===== src/core/ccp_pkg.sv =====
// Constants shared by the capture/compare/PWM unit and its period timer
//----------------------------------------------------------------------
// Summary of operation
// - Period timer clock prescaled by 1, 4 or 16
// - Prescale field: 00 /1, 01 /4, 1x /16
// - Period matches feed postscaler; terminal count sets flag
// - Postscale ratio equals field value plus one
// - Period timer counts only while on bit set
// - Count or control write clears pre/postscaler
// - Control write keeps count; reset clears count
// - Count up to period, then wrap, signal match
// - Period register resets to FFh
// - PWM uses period timer; capture/compare external count
// - Capture value reached as two byte halves
// - Outside PWM only output A serves unit
// - PWM configuration 00 steers A only, 10 steers A/B
// - PWM configurations 01 and 11 steer quad outputs
// - Bits 5-4 are duty LSBs in PWM only
// - Mode 0000 switches off and resets unit
// - Capture on fall, rise, 4th, 16th rise
// - Compare match toggles, sets or clears, flags
// - Mode 1010 match only sets flag
// - Mode 1011 flags, resets timer, starts conversion
// - Trigger reset never sets overflow flag
// - PWM codes; bit1 inverts A/C, bit0 B/D
// - Capture loads current external sixteen-bit count
// - Capture sets flag; only software clears it
// - Later capture overwrites unread earlier value
//----------------------------------------------------------------------
package ccp_pkg;
   // Bus geometry
   localparam int ADDR_W = 12;
   // Register indexes; byte address is four times the index
   localparam logic [7:0] IDX_GIC = 8'h0B;
   localparam logic [7:0] IDX_PIF = 8'h0C;
   localparam logic [7:0] IDX_PTC = 8'h11;
   localparam logic [7:0] IDX_PTCTL = 8'h12;
   localparam logic [7:0] IDX_CVL = 8'h15;
   localparam logic [7:0] IDX_CVH = 8'h16;
   localparam logic [7:0] IDX_CCPC = 8'h17;
   localparam logic [7:0] IDX_PIE = 8'h8C;
   localparam logic [7:0] IDX_PER = 8'h92;
   // Reset values
   localparam logic [7:0] RST_ZERO = 8'h00;
   localparam logic [7:0] RST_PERIOD = 8'hFF;
   // Implemented-bit masks
   localparam logic [7:0] MASK_FLAGS = 8'h07;
   localparam logic [7:0] MASK_PTCTL = 8'h7F;
   // Flag / enable bit positions
   localparam int FLG_OVF = 0;
   localparam int FLG_PMF = 1;
   localparam int FLG_CCF = 2;
   // Period timer control fields
   localparam int PT_PRE_LO = 0;
   localparam int PT_PRE_HI = 1;
   localparam int PT_ON = 2;
   localparam int PT_POST_LO = 3;
   localparam int PT_POST_HI = 6;
   // Unit control fields
   localparam int CC_MODE_LO = 0;
   localparam int CC_MODE_HI = 3;
   localparam int CC_DC_LO = 4;
   localparam int CC_DC_HI = 5;
   localparam int CC_CONF_LO = 6;
   localparam int CC_CONF_HI = 7;
   // Unit mode codes
   localparam logic [3:0] MODE_OFF = 4'h0;
   localparam logic [3:0] MODE_CMP_TGL = 4'h2;
   localparam logic [3:0] MODE_CAP_FALL = 4'h4;
   localparam logic [3:0] MODE_CAP_RISE = 4'h5;
   localparam logic [3:0] MODE_CAP_4 = 4'h6;
   localparam logic [3:0] MODE_CAP_16 = 4'h7;
   localparam logic [3:0] MODE_CMP_SET = 4'h8;
   localparam logic [3:0] MODE_CMP_CLR = 4'h9;
   localparam logic [3:0] MODE_CMP_SOFT = 4'hA;
   localparam logic [3:0] MODE_CMP_TRIG = 4'hB;
   localparam logic [1:0] GRP_CAPTURE = 2'h1;
   localparam logic [1:0] GRP_PWM = 2'h3;
   // Output configurations
   localparam logic [1:0] CONF_SINGLE = 2'h0;
   localparam logic [1:0] CONF_FWD = 2'h1;
   localparam logic [1:0] CONF_DUAL = 2'h2;
   localparam logic [1:0] CONF_REV = 2'h3;
   // Terminal counts of the capture edge counter
   localparam logic [3:0] CAP_TERM_4 = 4'h3;
   localparam logic [3:0] CAP_TERM_16 = 4'hF;
   // Terminal counts of the period prescaler
   localparam logic [3:0] PRE_TERM_1 = 4'h0;
   localparam logic [3:0] PRE_TERM_4 = 4'h3;
   localparam logic [3:0] PRE_TERM_16 = 4'hF;
endpackage


===== src/core/period_timer.sv =====
// Eight-bit period timer with prescaler and postscaler
`timescale 1ns/1ps
module period_timer import ccp_pkg::*; (
   input wire logic pclk,
   input wire logic presetn,
   input wire logic clk_en,
   input wire logic count_we,
   input wire logic [7:0] count_wdata,
   input wire logic ctrl_we,
   input wire logic timer_on,
   input wire logic [1:0] presc_sel,
   input wire logic [3:0] post_sel,
   input wire logic [7:0] period,
   output logic [7:0] count,
   output logic [1:0] fine,
   output logic period_match,
   output logic post_tick
);
   logic [7:0] cnt_ff, nxt_cnt; // Timer count
   logic [3:0] pre_ff, nxt_pre; // Prescale counter
   logic [3:0] post_ff, nxt_post; // Postscale counter
   logic match_ff, nxt_match; // Wrap pulse
   logic tick_ff, nxt_tick; // Postscaled pulse
   logic [3:0] pre_term; // Prescaler terminal count

   //------------------------------------------------------------
   // Next-state logic
   //------------------------------------------------------------
   always_comb begin
      // Divider select
      if (presc_sel[1]) begin
         pre_term = PRE_TERM_16;
      end else if (presc_sel[0]) begin
         pre_term = PRE_TERM_4;
      end else begin
         pre_term = PRE_TERM_1;
      end
      nxt_cnt = cnt_ff;
      nxt_pre = pre_ff;
      nxt_post = post_ff;
      nxt_match = 1'b0;
      nxt_tick = 1'b0;
      if (count_we || ctrl_we) begin
         // Either write restarts both scalers
         nxt_pre = '0;
         nxt_post = '0;
         if (count_we) begin
            nxt_cnt = count_wdata;
         end
      end else if (timer_on) begin
         if (pre_ff >= pre_term) begin
            nxt_pre = '0;
            if (cnt_ff == period) begin
               // Wrap after reaching period
               nxt_cnt = '0;
               nxt_match = 1'b1;
               if (post_ff >= post_sel) begin
                  nxt_post = '0;
                  nxt_tick = 1'b1;
               end else begin
                  nxt_post = post_ff + 4'h1;
               end
            end else begin
               nxt_cnt = cnt_ff + 8'h01;
            end
         end else begin
            nxt_pre = pre_ff + 4'h1;
         end
      end
   end

   //------------------------------------------------------------
   // State registers
   //------------------------------------------------------------
   always_ff @(posedge pclk or negedge presetn) begin
      if (!presetn) begin
         cnt_ff <= RST_ZERO;
         pre_ff <= '0;
         post_ff <= '0;
         match_ff <= 1'b0;
         tick_ff <= 1'b0;
      end else if (clk_en) begin
         cnt_ff <= nxt_cnt;
         pre_ff <= nxt_pre;
         post_ff <= nxt_post;
         match_ff <= nxt_match;
         tick_ff <= nxt_tick;
      end
   end

   assign count = cnt_ff;
   // Two fine bits extend the count for ten-bit duty
   assign fine = presc_sel[1] ? pre_ff[3:2] : pre_ff[1:0];
   assign period_match = match_ff;
   assign post_tick = tick_ff;
endmodule // period_timer


===== src/core/capture_compare_pwm_with_period_timer.sv =====
// Capture/compare/PWM unit with APB register file and period timer
`timescale 1ns/1ps
module capture_compare_pwm_with_period_timer import ccp_pkg::*; (
   input wire logic pclk,
   input wire logic presetn,
   input wire logic clk_en,
   input wire logic psel,
   input wire logic penable,
   input wire logic pwrite,
   input wire logic [ADDR_W-1:0] paddr,
   input wire logic [31:0] pwdata,
   output logic [31:0] prdata,
   output logic pready,
   output logic pslverr,
   input wire logic [15:0] external_sixteen_bit_count,
   input wire logic long_timer_overflow,
   input wire logic adc_enabled,
   input wire logic capture_pin,
   output logic output_a,
   output logic output_b,
   output logic output_c,
   output logic output_d,
   output logic drive_a,
   output logic drive_b,
   output logic drive_c,
   output logic drive_d,
   output logic ext_timer_reset,
   output logic adc_start
);
   //------------------------------------------------------------
   // Declarations
   //------------------------------------------------------------
   logic [31:0] prdata_ff, nxt_prdata; // Read data
   logic pready_ff, nxt_pready; // Access-phase ready
   logic pslverr_ff, nxt_pslverr; // Unmapped address
   logic [7:0] gic_ff, nxt_gic; // Global interrupt control
   logic [7:0] pif_ff, nxt_pif; // Peripheral flags
   logic [7:0] pie_ff, nxt_pie; // Peripheral enables
   logic [7:0] ptctl_ff, nxt_ptctl; // Period timer control
   logic [7:0] per_ff, nxt_per; // Period value
   logic [7:0] ccpc_ff, nxt_ccpc; // Unit control
   logic [15:0] cv_ff, nxt_cv; // Capture/compare/duty value
   logic [3:0] edge_ff, nxt_edge; // Capture edge counter
   logic eq_prev_ff, nxt_eq_prev; // Previous compare equality
   logic cmp_ff, nxt_cmp; // Compare output latch
   logic [9:0] duty_ff, nxt_duty; // Latched PWM duty
   logic pwm_ff, nxt_pwm; // PWM waveform
   logic trig_ff, nxt_trig; // Timer reset pulse
   logic adc_ff, nxt_adc; // Conversion start pulse
   logic [3:0] outs_ff, nxt_outs; // Pin levels D..A
   logic [3:0] own_ff, nxt_own; // Pin ownership D..A
   logic sync1_ff, sync2_ff, last_ff; // Capture pin synchroniser
   logic setup; // APB setup phase
   logic wr; // Completed write
   logic [7:0] wbyte; // Write byte
   logic [7:0] rbyte; // Read byte
   logic mapped; // Address decodes
   logic [3:0] mode; // Unit mode
   logic [1:0] conf; // Output configuration
   logic rise, fall; // Capture pin edges
   logic cap_ev; // Capture event
   logic cmp_mode; // Any compare mode
   logic eq_now; // Count equals value
   logic cmp_hit; // Compare match edge
   logic pwm_mode; // PWM selected
   logic [7:0] pt_count; // Period timer count
   logic [1:0] pt_fine; // Period timer fine bits
   logic pt_match; // Period wrap pulse
   logic pt_tick; // Postscaled pulse
   logic pt_count_we; // Count register write
   logic pt_ctrl_we; // Control register write

   // Decode one register index against the byte address
   function automatic logic hit(input logic [ADDR_W-1:0] a, input logic [7:0] idx);
      hit = (a == ADDR_W'({idx, 2'b00}));
   endfunction

   // Compare modes drive or flag output A
   function automatic logic is_cmp(input logic [3:0] m);
      is_cmp = (m == MODE_CMP_TGL) || (m[3:2] == 2'b10);
   endfunction

   //------------------------------------------------------------
   // Period timer
   //------------------------------------------------------------
   period_timer u_timer (
      .pclk(pclk),
      .presetn(presetn),
      .clk_en(clk_en),
      .count_we(pt_count_we),
      .count_wdata(wbyte),
      .ctrl_we(pt_ctrl_we),
      .timer_on(ptctl_ff[PT_ON]),
      .presc_sel(ptctl_ff[PT_PRE_HI:PT_PRE_LO]),
      .post_sel(ptctl_ff[PT_POST_HI:PT_POST_LO]),
      .period(per_ff),
      .count(pt_count),
      .fine(pt_fine),
      .period_match(pt_match),
      .post_tick(pt_tick)
   );

   //------------------------------------------------------------
   // APB slave
   //------------------------------------------------------------
   assign setup = psel && !penable;
   assign wr = psel && penable && pready_ff && pwrite && !pslverr_ff;
   assign wbyte = pwdata[7:0];
   assign pt_count_we = wr && hit(paddr, IDX_PTC);
   assign pt_ctrl_we = wr && hit(paddr, IDX_PTCTL);

   // Read mux and address check
   always_comb begin
      rbyte = RST_ZERO;
      mapped = 1'b1;
      if (hit(paddr, IDX_GIC)) rbyte = gic_ff;
      else if (hit(paddr, IDX_PIF)) rbyte = pif_ff;
      else if (hit(paddr, IDX_PIE)) rbyte = pie_ff;
      else if (hit(paddr, IDX_PTC)) rbyte = pt_count;
      else if (hit(paddr, IDX_PTCTL)) rbyte = ptctl_ff;
      else if (hit(paddr, IDX_PER)) rbyte = per_ff;
      else if (hit(paddr, IDX_CCPC)) rbyte = ccpc_ff;
      else if (hit(paddr, IDX_CVL)) rbyte = cv_ff[7:0];
      else if (hit(paddr, IDX_CVH)) rbyte = cv_ff[15:8];
      else mapped = 1'b0;
   end

   // Ready, error and data are prepared in the setup phase
   always_comb begin
      nxt_pready = setup;
      nxt_pslverr = setup && !mapped;
      nxt_prdata = setup ? {24'h000000, rbyte} : prdata_ff;
   end

   always_ff @(posedge pclk or negedge presetn) begin
      if (!presetn) begin
         prdata_ff <= 32'h00000000;
         pready_ff <= 1'b0;
         pslverr_ff <= 1'b0;
      end else if (clk_en) begin
         prdata_ff <= nxt_prdata;
         pready_ff <= nxt_pready;
         pslverr_ff <= nxt_pslverr;
      end
   end

   //------------------------------------------------------------
   // Capture pin synchroniser
   //------------------------------------------------------------
   always_ff @(posedge pclk or negedge presetn) begin
      if (!presetn) begin
         sync1_ff <= 1'b0;
         sync2_ff <= 1'b0;
         last_ff <= 1'b0;
      end else if (clk_en) begin
         sync1_ff <= capture_pin;
         sync2_ff <= sync1_ff;
         last_ff <= sync2_ff;
      end
   end

   assign rise = sync2_ff && !last_ff;
   assign fall = !sync2_ff && last_ff;
   assign mode = ccpc_ff[CC_MODE_HI:CC_MODE_LO];
   assign conf = ccpc_ff[CC_CONF_HI:CC_CONF_LO];
   assign pwm_mode = (mode[3:2] == GRP_PWM);
   assign cmp_mode = is_cmp(mode);
   assign eq_now = (external_sixteen_bit_count == cv_ff);
   assign cmp_hit = cmp_mode && eq_now && !eq_prev_ff;

   //------------------------------------------------------------
   // Registers, capture, compare and PWM next state
   //------------------------------------------------------------
   always_comb begin
      nxt_gic = gic_ff;
      nxt_pif = pif_ff;
      nxt_pie = pie_ff;
      nxt_ptctl = ptctl_ff;
      nxt_per = per_ff;
      nxt_ccpc = ccpc_ff;
      nxt_cv = cv_ff;
      nxt_edge = edge_ff;
      nxt_eq_prev = eq_now;
      nxt_cmp = cmp_ff;
      nxt_duty = duty_ff;
      nxt_pwm = pwm_ff;
      nxt_trig = 1'b0;
      nxt_adc = 1'b0;
      cap_ev = 1'b0;
      // Software writes
      if (wr) begin
         if (hit(paddr, IDX_GIC)) nxt_gic = wbyte;
         if (hit(paddr, IDX_PIF)) nxt_pif = wbyte & MASK_FLAGS;
         if (hit(paddr, IDX_PIE)) nxt_pie = wbyte & MASK_FLAGS;
         if (hit(paddr, IDX_PTCTL)) nxt_ptctl = wbyte & MASK_PTCTL;
         if (hit(paddr, IDX_PER)) nxt_per = wbyte;
         if (hit(paddr, IDX_CCPC)) nxt_ccpc = wbyte;
         if (hit(paddr, IDX_CVL)) nxt_cv[7:0] = wbyte;
         if (hit(paddr, IDX_CVH)) nxt_cv[15:8] = wbyte;
      end
      // Capture edge selection
      if (mode[3:2] != GRP_CAPTURE) begin
         nxt_edge = '0;
      end else begin
         case (mode)
            MODE_CAP_FALL: cap_ev = fall;
            MODE_CAP_RISE: cap_ev = rise;
            MODE_CAP_4: begin
               if (rise) begin
                  cap_ev = (edge_ff >= CAP_TERM_4);
                  nxt_edge = cap_ev ? 4'h0 : edge_ff + 4'h1;
               end
            end
            MODE_CAP_16: begin
               if (rise) begin
                  cap_ev = (edge_ff >= CAP_TERM_16);
                  nxt_edge = cap_ev ? 4'h0 : edge_ff + 4'h1;
               end
            end
            default: cap_ev = 1'b0;
         endcase
      end
      // Capture overwrites any unread value
      if (cap_ev) nxt_cv = external_sixteen_bit_count;
      // Compare actions on the first cycle of equality
      if (cmp_hit) begin
         case (mode)
            MODE_CMP_TGL: nxt_cmp = !cmp_ff;
            MODE_CMP_SET: nxt_cmp = 1'b1;
            MODE_CMP_CLR: nxt_cmp = 1'b0;
            MODE_CMP_TRIG: begin
               nxt_trig = 1'b1;
               nxt_adc = adc_enabled;
            end
            default: nxt_cmp = cmp_ff;
         endcase
      end
      // PWM waveform on the period timer base
      if (pwm_mode) begin
         if (pt_match) begin
            nxt_duty = {cv_ff[7:0], ccpc_ff[CC_DC_HI:CC_DC_LO]};
            nxt_pwm = (nxt_duty != 10'h000);
         end else if ({pt_count, pt_fine} == duty_ff) begin
            nxt_pwm = 1'b0;
         end
      end else begin
         nxt_pwm = 1'b0;
      end
      // Unit off clears its state
      if (mode == MODE_OFF) begin
         nxt_cmp = 1'b0;
         nxt_duty = '0;
      end
      // Hardware sets win over software writes
      if (cap_ev || cmp_hit) nxt_pif[FLG_CCF] = 1'b1;
      if (pt_tick) nxt_pif[FLG_PMF] = 1'b1;
      // Only the outside timer's own overflow sets its flag
      if (long_timer_overflow) nxt_pif[FLG_OVF] = 1'b1;
   end

   always_ff @(posedge pclk or negedge presetn) begin
      if (!presetn) begin
         gic_ff <= RST_ZERO;
         pif_ff <= RST_ZERO;
         pie_ff <= RST_ZERO;
         ptctl_ff <= RST_ZERO;
         per_ff <= RST_PERIOD;
         ccpc_ff <= RST_ZERO;
         cv_ff <= 16'h0000;
         edge_ff <= 4'h0;
         eq_prev_ff <= 1'b0;
         cmp_ff <= 1'b0;
         duty_ff <= 10'h000;
         pwm_ff <= 1'b0;
         trig_ff <= 1'b0;
         adc_ff <= 1'b0;
      end else if (clk_en) begin
         gic_ff <= nxt_gic;
         pif_ff <= nxt_pif;
         pie_ff <= nxt_pie;
         ptctl_ff <= nxt_ptctl;
         per_ff <= nxt_per;
         ccpc_ff <= nxt_ccpc;
         cv_ff <= nxt_cv;
         edge_ff <= nxt_edge;
         eq_prev_ff <= nxt_eq_prev;
         cmp_ff <= nxt_cmp;
         duty_ff <= nxt_duty;
         pwm_ff <= nxt_pwm;
         trig_ff <= nxt_trig;
         adc_ff <= nxt_adc;
      end
   end

   //------------------------------------------------------------
   // Output steering
   //------------------------------------------------------------
   // Index 0..3 is A..D; A/C invert on mode bit 1, B/D on bit 0
   always_comb begin
      nxt_outs = 4'h0;
      nxt_own = 4'h0;
      if (pwm_mode) begin
         case (conf)
            CONF_SINGLE: begin
               nxt_own = 4'b0001;
               nxt_outs[0] = pwm_ff ^ mode[1];
            end
            CONF_FWD: begin
               nxt_own = 4'b1111;
               nxt_outs[0] = !mode[1];
               nxt_outs[1] = mode[0];
               nxt_outs[2] = mode[1];
               nxt_outs[3] = pwm_ff ^ mode[0];
            end
            CONF_DUAL: begin
               // Complementary pair; dead band not modelled
               nxt_own = 4'b0011;
               nxt_outs[0] = pwm_ff ^ mode[1];
               nxt_outs[1] = !pwm_ff ^ mode[0];
            end
            CONF_REV: begin
               nxt_own = 4'b1111;
               nxt_outs[0] = mode[1];
               nxt_outs[1] = pwm_ff ^ mode[0];
               nxt_outs[2] = !mode[1];
               nxt_outs[3] = mode[0];
            end
            default: nxt_own = 4'h0;
         endcase
      end else if (cmp_mode) begin
         // Only A carries the compare latch
         nxt_own = 4'b0001;
         nxt_outs[0] = cmp_ff;
      end
   end

   always_ff @(posedge pclk or negedge presetn) begin
      if (!presetn) begin
         outs_ff <= 4'h0;
         own_ff <= 4'h0;
      end else if (clk_en) begin
         outs_ff <= nxt_outs;
         own_ff <= nxt_own;
      end
   end

   //------------------------------------------------------------
   // Port drive
   //------------------------------------------------------------
   assign prdata = prdata_ff;
   assign pready = pready_ff;
   assign pslverr = pslverr_ff;
   assign output_a = outs_ff[0];
   assign output_b = outs_ff[1];
   assign output_c = outs_ff[2];
   assign output_d = outs_ff[3];
   assign drive_a = own_ff[0];
   assign drive_b = own_ff[1];
   assign drive_c = own_ff[2];
   assign drive_d = own_ff[3];
   assign ext_timer_reset = trig_ff;
   assign adc_start = adc_ff;
endmodule // capture_compare_pwm_with_period_timer


===== config.mk =====
export PLATFORM = sky130hd
export DESIGN_NAME = capture_compare_pwm_with_period_timer
export DESIGN_NICKNAME = d
export VERILOG_FILES = /design/src/core/ccp_pkg.sv /design/src/core/period_timer.sv /design/src/core/capture_compare_pwm_with_period_timer.sv
export SDC_FILE = /design/constraint.sdc
export NUM_CORES = 1
export LEC_CHECK = 0
export ABC_AREA = 1
export BUFFER_PORTS_ARGS = -buffer_cell sky130_fd_sc_hd__buf_2
export CAP_MARGIN = 20
export CORE_MARGIN = 10
export CORE_UTILIZATION = 55
export DETAILED_ROUTE_END_ITERATION = 6
export GPL_TIMING_DRIVEN = 0
export PLACE_DENSITY = 0.78
export REMOVE_ABC_BUFFERS = 1
export SLEW_MARGIN = 5
export SYNTH_ARGS = -nofsm -noshare
export SYNTH_HDL_FRONTEND = slang
export SYNTH_SLANG_ARGS = --single-unit

===== constraint.sdc =====
create_clock -name pclk -period 2.5 [get_ports pclk]
set_input_delay 0.5 -clock pclk [delete_from_list [all_inputs] [get_ports pclk]]
set_output_delay 0.5 -clock pclk [all_outputs]
set_load 0.02 [all_outputs]

# Yosys cells after proc, flatten, opt, wreduce, memory -nomap -nowiden
# Cells that the tools add are included.
[classes]
add_sub_neg = 4
order_cmp = 4
n_eq_ne = 30
mux = 84
bitwise_logic = 3
reduce_logical = 64
[op_table]
columns = ["cell", "count"]
rows = [
  ["$mux 8", 16],
  ["$eq 12x7->1 const B", 5],
  ["$mux 4", 15],
  ["$mux 1", 36],
  ["$reduce_and 3->1", 12],
  ["$mux 16", 2],
  ["$mux 10", 3],
  ["$reduce_bool 2->1", 15],
  ["$eq 12x10->1 const B", 2],
  ["$eq 12x6->1 const B", 2],
  ["$eq 16x16->1", 1],
  ["$eq 4x3->1 const B", 4],
  ["$add 4x1->4 const B", 3],
  ["$eq 4x4->1 const B", 3],
  ["$logic_and 1x1->1", 12],
  ["$pmux 4 s3", 1],
  ["$reduce_and 4->1", 3],
  ["$eq 10x10->1", 1],
  ["$reduce_bool 10->1", 1],
  ["$logic_not 1->1", 9],
  ["$mux 3", 3],
  ["$pmux 1 s3", 3],
  ["$add 8x1->8 const B", 1],
  ["$eq 2x2->1 const B", 4],
  ["21 further kinds", 32],
]
[word_totals]
ff_bits = 111
input_bits = 69
out_inout_bits = 44

# Logic depth before layout (Yosys ltp)
[depth]
depth_word = 12
mapped_depth = 13
depth_no_buf = 13

# Cells and area by module
# From an unflattened synthesis, not the netlist that was laid out.
[unflattened]
cells_unflattened = 962
hier_area_um2 = 6969.2
[by_module_without_submodules]
columns = ["mod", "instances", "cells_each", "area_each_um2", "seq_area_each_um2"]
rows = [
  ["capture_compare_pwm_with_period_timer", 1, 740, 5390.2, 2312.2],
  ["period_timer", 1, 222, 1579.0, 450.4],
]

# Worst setup path after synthesis
# Ideal clock, no wire load.
[synth_path]
kind = "register -> register"
from = "reg ptctl_ff[1]"
to = "reg u_timer.cnt_ff[3], in the netlist u_timer.count[3]"
setup_time_ns = 0.120
arrival_time_ns = 1.728
t_required_ns = 2.380
slack_ns = 0.652
path_stages_with_launch = 14
synth_period_minus_slack_ns = 1.848
cell_sequence = "dfrtp_1 -> nor2_1 -> ha_1 -> inv_1 -> nor2_1 -> o211ai_1 -> nand3_1 -> nor2_2 -> nor2_2 -> nand2_4 -> clkinv_4 -> buf_8 -> nand2_2 -> o21ai_2"
[synth_between]
elab_chain_len = 4
[synth_rtl]
columns = ["item", "line", "rtl"]
rows = [
  ["start, declared", "capture_compare_pwm_with_period_timer.sv:39", "logic [7:0] ptctl_ff, nxt_ptctl;"],
  ["start signal, assigned", "capture_compare_pwm_with_period_timer.sv:281", "ptctl_ff <= nxt_ptctl;"],
  ["$mux 4", "period_timer.sv:31", "if (presc_sel[1]) begin"],
  ["$ge 4x4->1", "period_timer.sv:51", "if (pre_ff >= pre_term) begin"],
  ["$reduce_bool 2->1 (no line)", "--", ""],
  ["$reduce_and 4->1 (no line)", "--", ""],
  ["end signal, assigned", "period_timer.sv:83", "cnt_ff <= nxt_cnt;"],
  ["end, declared", "period_timer.sv:19", "logic [7:0] cnt_ff, nxt_cnt;"],
]
# Every way passes these cells.
# A chain may end at the register's enable or synchronous reset.

# Worst setup path after layout
[layout_path]
from = "in clk_en"
to = "reg u_timer.post_ff[1]"
[layout_between]
elab_chain_len = 1
[layout_rtl]
columns = ["item", "line", "rtl"]
rows = [
  ["start, declared", "capture_compare_pwm_with_period_timer.sv:6", "input wire logic clk_en,"],
  ["$reduce_and 4->1 (no line)", "--", ""],
  ["end signal, assigned", "period_timer.sv:85", "post_ff <= nxt_post;"],
  ["end, declared", "period_timer.sv:21", "logic [3:0] post_ff, nxt_post;"],
]
# Every way passes these cells.

==> summary.md <==
| Metric | Value |
|---|---|
| Status | `finished clean` |
| Slew Limit Fails | `0` |
| Crit path required time | `2750 ps` |
| PwrDens | `469 nW/um^2` |
| Syn. warnings | `0` |
| Drt drc | `0` |
| Top_reg_cell synth | `dfrtp_1` |
| Diode count | `0` |
| Synthesized cell area | `6880 sq um` |
| First-pass GRT wire length | `30600 um` |
| Hpwl dp | `13900 um` |
| Avg WL per Cell | `15.8 um` |
| Critical path fanouts, max | `21` |
| Final count of negative-setup-slack endpoints | `0` |
| Initial antenna violation count | `0` |
| I/O Buffers | `64` |
| Worst Clk Skew | `9.44 ps` |
| Fmax | `431 MHz` |
| DR vias | `6338` |
| Register bit total from synthesis | `110` |
| Post-synthesis sequential area ratio | `0.401` |
| Initial Util | `0.568` |
| Drt pass-1 iters | `5` |
| Ys async rst share | `1.00` |
| Fraction of layout cells with a size suffix above 1 | `0.136` |
| Chip width | `132 um` |
| # fillers | `1133` |
| IR drop worst, VDD | `0.303 mV` |
| Number of I/O pins | `113` |
| CTS sink count | `110` |
| Via density | `5.39` |
| Commonest non-fill, non-tap cell in the layout | `nand2_1` |
| Slew margin rel. | `0.591` |
| RSZ-0062 raised after global routing | `false` |
| Final net count | `1083` |
| Number of routed nets with antenna violations | `0` |
| Clock buffer count from CTS | `9` |
| CTS Hold Bufs | `0` |
| GRT overflow | `0` |
| P_leak | `0.00378 uW` |
| Worst path arrival time | `2570 ps` |
| CORE AREA | `12100 sq um` |
| Cell Rows | `40` |
| DIE HEIGHT | `132 um` |
| Clk_lat worst skew | `360 ps` |
| CP endpoint kind | `register` |
| Drt total wl | `18500 um` |
| Final Hold Viols | `0` |
| Clock transition at path regs | `70 ps` |
| Fin Hold WS | `5.77 ps` |
| Clk root buf | `clkbuf_16` |
| Placer Congestion | `0.949` |
| Worst Tran Pin Value | `611 ps` |
| Global Route Usage Sum | `0.213` |
| Most frequent cells in the layout | `nand2_1, dfrtp_1, inv_1, nand3_1, o21ai_0` |
| Crit Path Class | `input pin to register` |
| H-Tree Level Count | `3` |
| Largest net degree at the start of global routing | `85` |
| Post-synthesis instance total | `948` |
| Clock Tree Buf Depth | `2` |
| MaxCap Viol Count | `0` |
| Min-Delay Path Class | `input pin to async pin` |
| Crit share post-route | `0.928` |
| CTS tree | `done` |
| Area grow syn2layout | `9.45%` |
| Full die area | `17400 sq um` |
| Post-synth EDFFs | `0` |
| Critical path startpoint category | `input pin` |
| Total Power | `3530 uW` |
| DR iter-0 viols | `609` |
| Vias in the first global route | `6016` |
| Post-synthesis cell type count | `45` |
| Min cycle time layout | `2320 ps` |
| Mean post-synth cell area | `7.26 sq um` |
flip-flops by register name, indices dropped and copies added, names as in the netlist, 3 cells and up:
name,cells
duty_ff,10
edge_ff,4
per_ff,8
pie_ff,3
gic_ff,8
u_timer.post_ff,4
ptctl_ff,7
own_ff,3
u_timer.count,8
prdata,8
outs_ff,4
ccpc_ff,8
pif_ff,3
u_timer.pre_ff,4
cv_ff,16
Yosys cell counts (13+ instances only):
cell type / number / area, sq um
dfrtp_1: 102 / 2550
xor2_1: 20 / 175
buf_4: 28 / 210
o21ai_0: 74 / 370
inv_1: 98 / 368
nand3_1: 79 / 395
xnor2_1: 14 / 123
nand4_1: 25 / 156
nor2_1: 72 / 270
clkbuf_1: 13 / 48.8
a21oi_1: 25 / 125
nand2_1: 285 / 1070
layer usage:
metal	track usage	wire length, um	vias to the layer above
met3	0.0526	1500	32
met1	0.281	8010	2923
li1	-	-	3122
met4	0.0661	473	0
met5	0	0	-
met2	0.336	8560	261
metrics by stage:
stage	worst slack [ps]	utilization	TNS, ps	std cells	area, sq um
floorplan	541	-	0	925	6670
global placement	-400	0.595	-54070	1157	7200
detailed placement	-318	0.597	-12690	1158	7230
CTS	54.4	0.620	0	1174	7510
global route	80.5	0.622	0	1175	7530
finish	180	0.622	0	1175	7530
kinds of logic (layout without fill, tap and decap cells):
logic type,count (synthesis),in the layout,synth area share
simple gates,507,507,0.326
other cells,1,24,0.000545
xor+xnor,34,34,0.0433
compound gates,129,129,0.104
flops,110,110,0.401
buf+inv,155,191,0.104
fa+ha+maj,12,12,0.0218
final timing paths:
kind	from	end	slack, ps	depth (start not counted)
worst min register to register	ext_timer_reset	ext_timer_reset	470	2
worst max register to register	edge_ff[0]	cv_ff[12]	300	11
worst max-delay path	clk_en	u_timer.post_ff[1]	180	10
max in group asynchronous	presetn	per_ff[1]	1790	2
min in group pclk	capture_pin	sync1_ff	360	3
worst min-delay path	presetn	cv_ff[2]	6	1
what timing repair did:
action	4_1_cts	5_1_grt
cloned	0	1
endpoints found under the setup margin	10	52
resized for setup	1	3
buffers inserted	0	0
power breakdown:
part | total [uW] | internal [uW] | switching [uW]
logic | 339 | 94.0 | 245
registers | 1830 | 1810 | 16.2
clock network | 1370 | 707 | 660
critical path, stage by stage:
cell and delay, ps:
buf_2 440, clkinvlp_4 490, nor2_4 370, nand2_1 140
nand2_2 200, nand2_2 90, inv_2 110, nand2_2 80
nand2_1 80, nand2_1 50
final cells by class:
class	count	area, sq um	share of cell area
sequential	110	2760	0.367
timing repair buffer	65	354	0.0470
clock buffer	11	243	0.0322
multi-input combinational	706	3510	0.466
inverter	109	418	0.0555
tap	168	210	0.0279
clock inverter	5	32.5	0.00432
timing repair inverter	1	5.00	0.000664
Power figures use the tool's default switching activity.
